===== src/hdl/cd_ecc_pkg.sv =====
// constants for the decoder special control, status and serial format registers
package cd_ecc_pkg;
  // ==========================================================
  // register indices (byte address is four times the index)
  localparam logic [6:0] IDX_DEC_CTRL = 7'h30;
  localparam logic [6:0] IDX_SPECIAL = 7'h3C;
  localparam logic [6:0] IDX_ECC_STAT = 7'h3D;
  localparam logic [6:0] IDX_DSP_FMT = 7'h3E;
  localparam logic [6:0] IDX_HDR_ERAS = 7'h3F;
  localparam logic [6:0] IDX_RSVD = 7'h40;
  localparam logic [6:0] IDX_SUB_STAT = 7'h41;
  // ==========================================================
  // decoder control (own register)
  localparam int DC_DECODE_EN = 1;
  localparam int DC_BUFFER_EN = 2;
  localparam int DC_CORR_REQ = 3;
  localparam int DC_EDC_EN = 4;
  // special control
  localparam int SC_PACKET = 4;
  localparam int SC_AUDIO_SYNC = 3;
  localparam int SC_REPEAT = 2;
  // ecc status
  localparam int ES_INVALID = 7;
  localparam int ES_OVERFLOW = 6;
  localparam int ES_FATAL = 5;
  localparam int ES_UNCORR = 4;
  localparam int ES_CORRECTED = 3;
  localparam int ES_SYNC_MISS = 2;
  localparam int ES_SYNC_ILL = 1;
  // dsp serial format
  localparam int DF_DELAY = 6;
  localparam int DF_FWD_PKT = 5;
  localparam int DF_LEN_HI = 4;
  localparam int DF_LEN_LO = 3;
  localparam int DF_LSB_FIRST = 2;
  localparam int DF_LEFT_HIGH = 1;
  localparam int DF_FALL = 0;
  localparam logic [7:0] DSP_FMT_MASK = 8'h7F;
  // subcode status
  localparam int SS_CRC = 7;
  localparam int SS_FAULT = 6;
  // ==========================================================
  // reset value and stream figures
  localparam logic [7:0] REG_RESET = 8'h00;
  localparam logic [6:0] SUB_BYTES = 7'd96;
  localparam logic [5:0] WLEN_16 = 6'd16;
  localparam logic [5:0] WLEN_24 = 6'd24;
  localparam logic [5:0] WLEN_32 = 6'd32;
  localparam logic [5:0] WLEN_48 = 6'd48;
endpackage


===== src/hdl/cd_ecc_status_regs.sv =====
// decoder special control, ecc/subcode status and dsp serial input block
`timescale 1ns/100ps
module cd_ecc_status_regs (
  // clock and reset
  input wire logic CLOCK_I,
  input wire logic RESET_N_I,
  // avalon-mm slave
  input wire logic [8:0] ADDRESS_I,
  input wire logic READ_I,
  input wire logic WRITE_I,
  input wire logic [3:0] BYTEENABLE_I,
  input wire logic [31:0] WRITEDATA_I,
  output logic [31:0] READDATA_O,
  output logic WAITREQUEST_O,
  // dsp serial pins
  input wire logic SERIAL_BIT_CLOCK_I,
  input wire logic LEFT_RIGHT_CLOCK_I,
  input wire logic SERIAL_DATA_IN_I,
  // received words toward the buffer
  output logic [15:0] WORD_O,
  output logic WORD_LEFT_O,
  output logic WORD_VALID_O,
  input wire logic WORD_READY_I,
  // subcode deserializer
  input wire logic SUB_BYTE_I,
  input wire logic SUB_SYNC_I,
  input wire logic SUB_DONE_I,
  input wire logic Q_CRC_FAIL_I,
  // correction engine results
  input wire logic ECC_DONE_I,
  input wire logic ECC_FATAL_I,
  input wire logic ECC_UNCORR_I,
  input wire logic ECC_CORRECTED_I,
  input wire logic SYNC_MISSING_I,
  input wire logic SYNC_ILLEGAL_I,
  input wire logic [3:0] HDR_ERR_I,
  input wire logic [3:0] SUBHDR_ERR_A_I,
  input wire logic [3:0] SUBHDR_ERR_B_I,
  // decoder controls
  output logic PACKET_DISC_READ_EN_O,
  output logic FORWARD_PACKET_STREAM_O,
  output logic ECC_MODE_O,
  output logic REPEAT_CORRECTION_START_O,
  output logic EDC_CHECK_START_O,
  output logic AUDIO_WRITE_EN_O
);

  // ==========================================================
  // register bus
  logic [7:0] dec_ctrl_ff, special_ff, ecc_stat_ff, dsp_fmt_ff, hdr_eras_ff, sub_stat_ff;
  logic wait_ff, unread_ff, ecc_mode_ff, rep_ff, edc_ff;
  logic [31:0] rdata_ff;
  wire [6:0] idx = ADDRESS_I[8:2];
  wire req = (READ_I | WRITE_I) & wait_ff;
  wire acc_wr = WRITE_I & ~wait_ff & BYTEENABLE_I[0]; // lands when waitrequest is seen low
  wire acc_rd = READ_I & wait_ff;
  wire [7:0] wd = WRITEDATA_I[7:0];

  function automatic logic hit(input logic [6:0] a, input logic [6:0] r);
    hit = (a == r);
  endfunction

  wire wr_dec = acc_wr & hit(idx, cd_ecc_pkg::IDX_DEC_CTRL);
  wire wr_spec = acc_wr & hit(idx, cd_ecc_pkg::IDX_SPECIAL);
  wire wr_fmt = acc_wr & hit(idx, cd_ecc_pkg::IDX_DSP_FMT);
  wire rd_stat = acc_rd & hit(idx, cd_ecc_pkg::IDX_ECC_STAT);

  // unmapped and reserved addresses read zero
  logic [7:0] rmux;
  always_comb begin
    case (idx)
      cd_ecc_pkg::IDX_DEC_CTRL: rmux = dec_ctrl_ff;
      cd_ecc_pkg::IDX_SPECIAL: rmux = special_ff;
      cd_ecc_pkg::IDX_ECC_STAT: rmux = ecc_stat_ff;
      cd_ecc_pkg::IDX_DSP_FMT: rmux = dsp_fmt_ff;
      cd_ecc_pkg::IDX_HDR_ERAS: rmux = hdr_eras_ff;
      cd_ecc_pkg::IDX_SUB_STAT: rmux = sub_stat_ff;
      default: rmux = cd_ecc_pkg::REG_RESET;
    endcase
  end

  // one wait cycle, answer on the second edge of the request
  always_ff @(posedge CLOCK_I) begin
    if (!RESET_N_I) begin
      wait_ff <= 1'b1;
      rdata_ff <= 32'h0000_0000;
    end else begin
      wait_ff <= !req;
      if (acc_rd) begin
        rdata_ff <= {24'h00_0000, rmux};
      end
    end
  end

  // ==========================================================
  // control registers
  // only the writable fields are stored; repeat bit is a strobe and reads zero
  wire corr_req_wr = wr_dec & wd[cd_ecc_pkg::DC_CORR_REQ];
  wire dec_ready = dec_ctrl_ff[cd_ecc_pkg::DC_DECODE_EN] & dec_ctrl_ff[cd_ecc_pkg::DC_BUFFER_EN];
  wire [7:0] nxt_dec_ctrl = {3'b000, wd[cd_ecc_pkg::DC_EDC_EN], 1'b0,
    wd[cd_ecc_pkg::DC_BUFFER_EN], wd[cd_ecc_pkg::DC_DECODE_EN], 1'b0};
  wire [7:0] nxt_special = {3'b000, wd[cd_ecc_pkg::SC_PACKET],
    wd[cd_ecc_pkg::SC_AUDIO_SYNC], 3'b000};

  always_ff @(posedge CLOCK_I) begin
    if (!RESET_N_I) begin
      dec_ctrl_ff <= cd_ecc_pkg::REG_RESET;
      special_ff <= cd_ecc_pkg::REG_RESET;
      dsp_fmt_ff <= cd_ecc_pkg::REG_RESET;
      ecc_mode_ff <= 1'b0;
      rep_ff <= 1'b0;
    end else begin
      if (wr_dec) begin
        dec_ctrl_ff <= nxt_dec_ctrl;
      end
      if (wr_spec) begin
        special_ff <= nxt_special;
      end
      if (wr_fmt) begin
        dsp_fmt_ff <= wd & cd_ecc_pkg::DSP_FMT_MASK;
      end
      // entry to ecc mode is judged on the enables already in place, exit on the written ones
      if (corr_req_wr && dec_ready) begin
        ecc_mode_ff <= 1'b1;
      end else if (wr_dec && !(wd[cd_ecc_pkg::DC_DECODE_EN] && wd[cd_ecc_pkg::DC_BUFFER_EN])) begin
        ecc_mode_ff <= 1'b0;
      end
      rep_ff <= wr_spec & wd[cd_ecc_pkg::SC_REPEAT];
    end
  end

  // ==========================================================
  // ecc status
  logic ovf_ev;
  wire blk_done = ECC_DONE_I & ecc_mode_ff;
  wire [7:0] nxt_ecc_stat = {(unread_ff | ecc_stat_ff[cd_ecc_pkg::ES_INVALID]) & ~rd_stat,
    1'b0, ECC_FATAL_I, ECC_UNCORR_I, ECC_CORRECTED_I, SYNC_MISSING_I, SYNC_ILLEGAL_I, 1'b0};

  always_ff @(posedge CLOCK_I) begin
    if (!RESET_N_I) begin
      ecc_stat_ff <= cd_ecc_pkg::REG_RESET;
      hdr_eras_ff <= cd_ecc_pkg::REG_RESET;
      unread_ff <= 1'b0;
      edc_ff <= 1'b0;
    end else begin
      // a block result in the same cycle as a status read wins
      if (blk_done) begin
        ecc_stat_ff[cd_ecc_pkg::ES_INVALID] <= nxt_ecc_stat[cd_ecc_pkg::ES_INVALID] | unread_ff;
        ecc_stat_ff[cd_ecc_pkg::ES_FATAL:cd_ecc_pkg::ES_SYNC_ILL] <=
          nxt_ecc_stat[cd_ecc_pkg::ES_FATAL:cd_ecc_pkg::ES_SYNC_ILL];
        hdr_eras_ff <= {SUBHDR_ERR_A_I & SUBHDR_ERR_B_I, HDR_ERR_I};
        unread_ff <= 1'b1;
      end else if (rd_stat) begin
        ecc_stat_ff[cd_ecc_pkg::ES_INVALID] <= 1'b0;
        unread_ff <= 1'b0;
      end
      if (ovf_ev) begin
        ecc_stat_ff[cd_ecc_pkg::ES_OVERFLOW] <= 1'b1;
      end else if (rd_stat) begin
        ecc_stat_ff[cd_ecc_pkg::ES_OVERFLOW] <= 1'b0;
      end
      edc_ff <= blk_done & dec_ctrl_ff[cd_ecc_pkg::DC_EDC_EN];
    end
  end

  // ==========================================================
  // subcode status and audio gating
  logic [6:0] sub_cnt_ff;
  logic sub_seen_ff;
  wire sub_over = SUB_BYTE_I && (sub_cnt_ff == cd_ecc_pkg::SUB_BYTES);
  wire sub_bad_sync = SUB_SYNC_I && (sub_cnt_ff != cd_ecc_pkg::SUB_BYTES);

  always_ff @(posedge CLOCK_I) begin
    if (!RESET_N_I) begin
      sub_cnt_ff <= 7'd0;
      sub_stat_ff <= cd_ecc_pkg::REG_RESET;
      sub_seen_ff <= 1'b0;
    end else begin
      if (SUB_SYNC_I) begin
        sub_cnt_ff <= 7'd0;
      end else if (SUB_BYTE_I && !sub_over) begin
        sub_cnt_ff <= sub_cnt_ff + 7'd1;
      end
      // first sync after reset only marks the start of counting
      if ((sub_bad_sync && sub_seen_ff) || sub_over) begin
        sub_stat_ff[cd_ecc_pkg::SS_FAULT] <= 1'b1;
      end else if (SUB_DONE_I) begin
        sub_stat_ff[cd_ecc_pkg::SS_FAULT] <= 1'b0;
      end
      if (SUB_DONE_I) begin
        sub_stat_ff[cd_ecc_pkg::SS_CRC] <= Q_CRC_FAIL_I;
      end
      if (!special_ff[cd_ecc_pkg::SC_AUDIO_SYNC]) begin
        sub_seen_ff <= SUB_SYNC_I | sub_seen_ff;
      end else if (SUB_SYNC_I) begin
        sub_seen_ff <= 1'b1;
      end
    end
  end

  logic audio_arm_ff;
  always_ff @(posedge CLOCK_I) begin
    if (!RESET_N_I) begin
      audio_arm_ff <= 1'b0;
    end else if (wr_spec && wd[cd_ecc_pkg::SC_AUDIO_SYNC]) begin
      audio_arm_ff <= 1'b0;
    end else if (SUB_SYNC_I) begin
      audio_arm_ff <= 1'b1;
    end
  end
  wire audio_ok = !special_ff[cd_ecc_pkg::SC_AUDIO_SYNC] | audio_arm_ff;

  // ==========================================================
  // dsp serial input
  logic bck_m_ff, bck_s_ff, bck_d_ff, lr_m_ff, lr_s_ff, lr_d_ff, sd_m_ff, sd_s_ff;
  always_ff @(posedge CLOCK_I) begin
    if (!RESET_N_I) begin
      {bck_m_ff, bck_s_ff, bck_d_ff} <= 3'b000;
      {lr_m_ff, lr_s_ff, lr_d_ff} <= 3'b000;
      {sd_m_ff, sd_s_ff} <= 2'b00;
    end else begin
      {bck_m_ff, bck_s_ff, bck_d_ff} <= {SERIAL_BIT_CLOCK_I, bck_m_ff, bck_s_ff};
      {lr_m_ff, lr_s_ff, lr_d_ff} <= {LEFT_RIGHT_CLOCK_I, lr_m_ff, lr_s_ff};
      {sd_m_ff, sd_s_ff} <= {SERIAL_DATA_IN_I, sd_m_ff};
    end
  end

  wire fmt_fall = dsp_fmt_ff[cd_ecc_pkg::DF_FALL];
  wire fmt_fwd = dsp_fmt_ff[cd_ecc_pkg::DF_FWD_PKT];
  wire bit_edge = fmt_fall ? (bck_d_ff & ~bck_s_ff) : (bck_s_ff & ~bck_d_ff);
  // in forward packet mode words are framed by count alone, not by the channel clock
  wire lr_change = (lr_s_ff ^ lr_d_ff) & ~fmt_fwd;
  logic [5:0] wlen;
  always_comb begin
    case (dsp_fmt_ff[cd_ecc_pkg::DF_LEN_HI:cd_ecc_pkg::DF_LEN_LO])
      2'b00: wlen = cd_ecc_pkg::WLEN_16;
      2'b01: wlen = cd_ecc_pkg::WLEN_24;
      2'b10: wlen = cd_ecc_pkg::WLEN_32;
      default: wlen = cd_ecc_pkg::WLEN_48;
    endcase
  end

  logic [5:0] bit_cnt_ff;
  logic [15:0] shift_ff;
  logic prev_bit_ff, chan_ff;
  // the delayed sample is the bit seen on the previous bit clock edge
  wire sbit = dsp_fmt_ff[cd_ecc_pkg::DF_DELAY] ? prev_bit_ff : sd_s_ff;
  wire word_end = bit_edge && (bit_cnt_ff == wlen - 6'd1);
  wire [15:0] sh_now = (bit_cnt_ff < cd_ecc_pkg::WLEN_16) ? {shift_ff[14:0], sbit} : shift_ff;
  wire [15:0] word_asm = dsp_fmt_ff[cd_ecc_pkg::DF_LSB_FIRST] ?
    {sh_now[7:0], sh_now[15:8]} : sh_now;
  wire is_left = (lr_s_ff == dsp_fmt_ff[cd_ecc_pkg::DF_LEFT_HIGH]);

  always_ff @(posedge CLOCK_I) begin
    if (!RESET_N_I) begin
      bit_cnt_ff <= 6'd0;
      shift_ff <= 16'h0000;
      prev_bit_ff <= 1'b0;
      chan_ff <= 1'b0;
    end else if (lr_change) begin
      bit_cnt_ff <= 6'd0;
      chan_ff <= is_left;
    end else if (bit_edge) begin
      prev_bit_ff <= sd_s_ff;
      shift_ff <= sh_now;
      bit_cnt_ff <= word_end ? 6'd0 : bit_cnt_ff + 6'd1;
      if (bit_cnt_ff == 6'd0) begin
        chan_ff <= is_left;
      end
    end
  end

  // one-word holding stage; a new word while it is full and not being taken is an overflow
  logic [15:0] word_ff;
  logic wleft_ff, wvalid_ff;
  wire push = word_end & audio_ok & ~lr_change;
  assign ovf_ev = push & wvalid_ff & ~WORD_READY_I;

  always_ff @(posedge CLOCK_I) begin
    if (!RESET_N_I) begin
      word_ff <= 16'h0000;
      wleft_ff <= 1'b0;
      wvalid_ff <= 1'b0;
    end else if (push && !ovf_ev) begin
      word_ff <= word_asm;
      wleft_ff <= chan_ff;
      wvalid_ff <= 1'b1;
    end else if (WORD_READY_I) begin
      wvalid_ff <= 1'b0;
    end
  end

  logic audio_en_ff;
  always_ff @(posedge CLOCK_I) begin
    if (!RESET_N_I) begin
      audio_en_ff <= 1'b0;
    end else begin
      audio_en_ff <= audio_ok;
    end
  end

  // ==========================================================
  // outputs
  assign READDATA_O = rdata_ff;
  assign WAITREQUEST_O = wait_ff;
  assign WORD_O = word_ff;
  assign WORD_LEFT_O = wleft_ff;
  assign WORD_VALID_O = wvalid_ff;
  assign PACKET_DISC_READ_EN_O = special_ff[cd_ecc_pkg::SC_PACKET];
  assign FORWARD_PACKET_STREAM_O = dsp_fmt_ff[cd_ecc_pkg::DF_FWD_PKT];
  assign ECC_MODE_O = ecc_mode_ff;
  assign REPEAT_CORRECTION_START_O = rep_ff;
  assign EDC_CHECK_START_O = edc_ff;
  assign AUDIO_WRITE_EN_O = audio_en_ff;
endmodule


===== config.mk =====
export PLATFORM = sky130hd
export DESIGN_NAME = cd_ecc_status_regs
export DESIGN_NICKNAME = d
export VERILOG_FILES = /design/src/hdl/cd_ecc_pkg.sv /design/src/hdl/cd_ecc_status_regs.sv
export SDC_FILE = /design/constraint.sdc
export NUM_CORES = 1
export LEC_CHECK = 0
export BUFFER_PORTS_ARGS = -buffer_cell sky130_fd_sc_hd__buf_2
export CAP_MARGIN = 0
export CORE_ASPECT_RATIO = 0.6
export CORE_MARGIN = 2
export CORE_UTILIZATION = 35
export CTS_CLUSTER_DIAMETER = 80
export CTS_CLUSTER_SIZE = 40
export DETAILED_ROUTE_END_ITERATION = 10
export PLACE_DENSITY = 0.58
export SYNTH_ARGS = -nofsm -noshare
export SYNTH_HDL_FRONTEND = slang
export SYNTH_SLANG_ARGS = --single-unit

===== constraint.sdc =====
create_clock -name CLOCK_I -period 4.1 [get_ports CLOCK_I]
set_input_delay 0.41 -clock CLOCK_I [delete_from_list [all_inputs] [get_ports CLOCK_I]]
set_output_delay 0.41 -clock CLOCK_I [all_outputs]
set_load 0.02 [all_outputs]

==> impl_metrics.tcl <==
set metrics [dict create \
    cts_setup_buffers 0 \
    setup_ws_ns 1.93 \
    final_antenna_net_count 0 \
    peakVddDrop_v 0.000180 \
    synth.avg_cell_area_um2 9.12 \
    setup_viol 0 \
    die_h_um 96.0 \
    die_x_um 157 \
    grt_pass1_wl_um 19600 \
    synth_ff_type "dfxtp_1" \
    rr_worst_depth 4 \
    holdBufCountCts 0 \
    cts_sinks 102 \
    endpoint_kind "flip-flop" \
    syn2layout_area_growth_pct 14.2 \
    hold_ws_ns 0.266 \
    stdcell_count 795 \
    fin_nets 678 \
    min_from "SERIAL_DATA_IN_I" \
    placed_cell_area_mm2 0.00534 \
    clockBufferDepth 2 \
    slowest_delay_ns 0.78 \
    core_area_mm2 0.0137 \
    grt_max_degree 58 \
    cp-start-kind "flip-flop" \
    r2r-end "WORD_O[8]" \
    r2r-start "bit_cnt_ff[4]" \
    vias 3953 \
    crit_chain "xor2_1 -> nand3_1 -> or4b_4 -> mux2i_1" \
    rsz0062_at_grt "false" \
    hold_depth 2 \
    synthCells 542 \
    worst_pin_slew_ns 0.970 \
    antenna_found_initial 1 \
    tritoncts "yes" \
    slew-limit-headroom 0.352 \
    n_fill_cell 1385 \
    finalPower_mw 2.05 \
    setup_tns_ns 0 \
    h-tree-depth 3 \
    critPathKind "reg -> reg" \
    vias_per_cell 4.97 \
    r2r_setup_slack_ns 1.93 \
    multi_input_area_mm2 0.00263 \
    yosysWarnings 0 \
    crit_arrival_ns 2.38 \
    gr-total-overflow 0 \
    synth_edf_count 0 \
    ctsRootBufferMaster "clkbuf_16" \
    p_leak_nw 2.26 \
    design.die.area_mm2 0.0151 \
    utilization 0.412 \
    status "finished clean" \
    grt_pass1_vias 3853 \
    layout-drive-gt1-share 0.206 \
    ioPinCount 132 \
    worstPathMaxFanout 20 \
    fin_crit_ns 2.17 \
    power_density_mw_per_mm2 364 \
    fmax_mhz 462 \
    first_pass_iters 4 \
    fin_crit_sh 0.528 \
    ys_ff_latch 102 \
    gp_congestion 0.905 \
    drv_slew 0 \
    async_flop_share 0 \
    hold_end "sd_m_ff" \
    holdCritPathClass "in -> reg" \
    route.detailed.drc 0 \
    syn_area_mm2 0.00494 \
    insertion_delay_ns 0.34 \
    final_cell_area_mm2 0.00564 \
    hold_violations 0 \
    cts_buffers 9 \
    routedWlPerCell_um 15.2 \
    clkTransAtPathRegs_ns 0.07 \
    place_ws_ns 1.84 \
    cp_slowest_cell "dfxtp_1" \
    initial_core_util 0.361 \
    cp.required_ns 4.32 \
    drv_cap 0 \
    dp_hpwl_um 8700 \
    netlist-cell-type-count 52 \
    portBuffers 77 \
    ctsResizeCount 0 \
    drtIter0Drc 206 \
    routed_wl_um 12100 \
    rows 33 \
    ys_seq_area_frac 0.413 \
    regArea_mm2 0.00204 \
    dpl.cell_count 778 \
    finClkSkew_ns 0.0126 \
    track_usage 0.167 \
]
[cells in the final DEF (no fill, tap or decap), types with 4 or more instances in the layout]
cell       synthesis  routed
a22o_1             6       6
mux2i_1           32      32
nand2b_1           4       4
mux2_2             8       8
a21oi_1           27      27
conb_1             1      24
xor2_1            10      10
o211ai_1           4       4
mux4_2            17      17
and2_1            15      15
buf_2              6      77
nand3_1           11      11
a311oi_1          15      15
dfxtp_1          102     102
clkbuf_16          0       9
inv_1              6       6
nor3_1             6       6
o21ai_0           24      24
xnor2_1            5       5
nand2_1           89      89
nand4_1            6       6
ha_1               6       6
nor2_1            51      51
[layer usage]
layer  global-route usage  routed length, um  vias up
met5                    0                  0        -
met2                0.235               4820       82
li1                     -                  -     1966
met3               0.0410                634       12
met1                0.253               6520     1893
met4               0.0402                105        0
[sequential cells by signal, summed over array words and instances (netlist names), 2 cells and up]
name and cells:
READDATA_O 8, WORD_O 16, bit_cnt_ff 6, dec_ctrl_ff 3, dsp_fmt_ff 7, ecc_stat_ff 7, hdr_eras_ff 8, shift_ff 16
special_ff 2, sub_cnt_ff 7, sub_stat_ff 2
[critical path: cells and delay by family, from the launching register on]
| family | cells | cell delay [ns] |
|---|---|---|
| mux | 1 | 0.18 |
| xor+xnor | 1 | 0.26 |
| flops | 1 | 0.78 |
| simple gates | 2 | 0.81 |
[area by class of cell]
cell class              instances  area share
flip-flops and latches        102       0.362
clock inverters                 5      0.0117
repair buffers                 80      0.0723
multi-input cells             397       0.465
diodes                          1    0.000443
inverters                       7     0.00466
clock buffers                  11      0.0412
well taps                     192      0.0426
[cell families (layout without fill, tap and decap cells)]
family,count (synthesis),count (layout),synth area share
and+or+nand+nor,205,205,0.193
DFF,102,102,0.413
AOI/OAI and AO/OA,90,90,0.118
buffers and inverters,66,103,0.0729
muxes,57,57,0.161
xor gates and xnor gates,15,15,0.0266
adders and majority gates,6,6,0.0152
other,1,25,0.000759
[power by group]
part | internal [mW] | switching, mW | leakage (nW)
sequential | 1.01 | 0.0214 | 0.827
combinational | 0.0560 | 0.0956 | 1.29
clock | 0.482 | 0.387 | 0.142
total | 1.55 | 0.504 | 2.26
[cell usage after synthesis (2+ instances only)]
library cell	number	share of area
a211oi_1	2	0.0030
a21oi_1	27	0.027
a221oi_1	3	0.0053
a22o_1	6	0.011
a22oi_1	3	0.0046
a311oi_1	15	0.027
and2_1	15	0.019
and3_1	3	0.0038
and3b_1	3	0.0053
and4_1	3	0.0053
buf_2	6	0.0061
buf_4	24	0.036
buf_6	2	0.0046
clkbuf_1	26	0.020
dfxtp_1	102	0.41
ha_1	6	0.015
inv_1	6	0.0046
mux2_2	8	0.018
mux2i_1	32	0.065
mux4_2	17	0.077
nand2_1	89	0.068
nand2b_1	4	0.0051
nand3_1	11	0.011
nand4_1	6	0.0076
nor2_1	51	0.039
nor2b_1	2	0.0025
nor3_1	6	0.0061
o211ai_1	4	0.0061
o21ai_0	24	0.024
xnor2_1	5	0.0089
xor2_1	10	0.018
[worst max-delay path by stage]
stage,startpoint,endpoint,cells after the start
after CTS,bit_cnt_ff[4],WORD_O[8],4
after global placement,ADDRESS_I[3],dsp_fmt_ff[1],5
after global routing,bit_cnt_ff[4],WORD_O[0],4
after floorplan,dsp_fmt_ff[4],WORD_LEFT_O,8
after detailed placement,ADDRESS_I[3],dsp_fmt_ff[2],5
final,bit_cnt_ff[4],WORD_O[8],4
(Power assumes the default switching activity.)
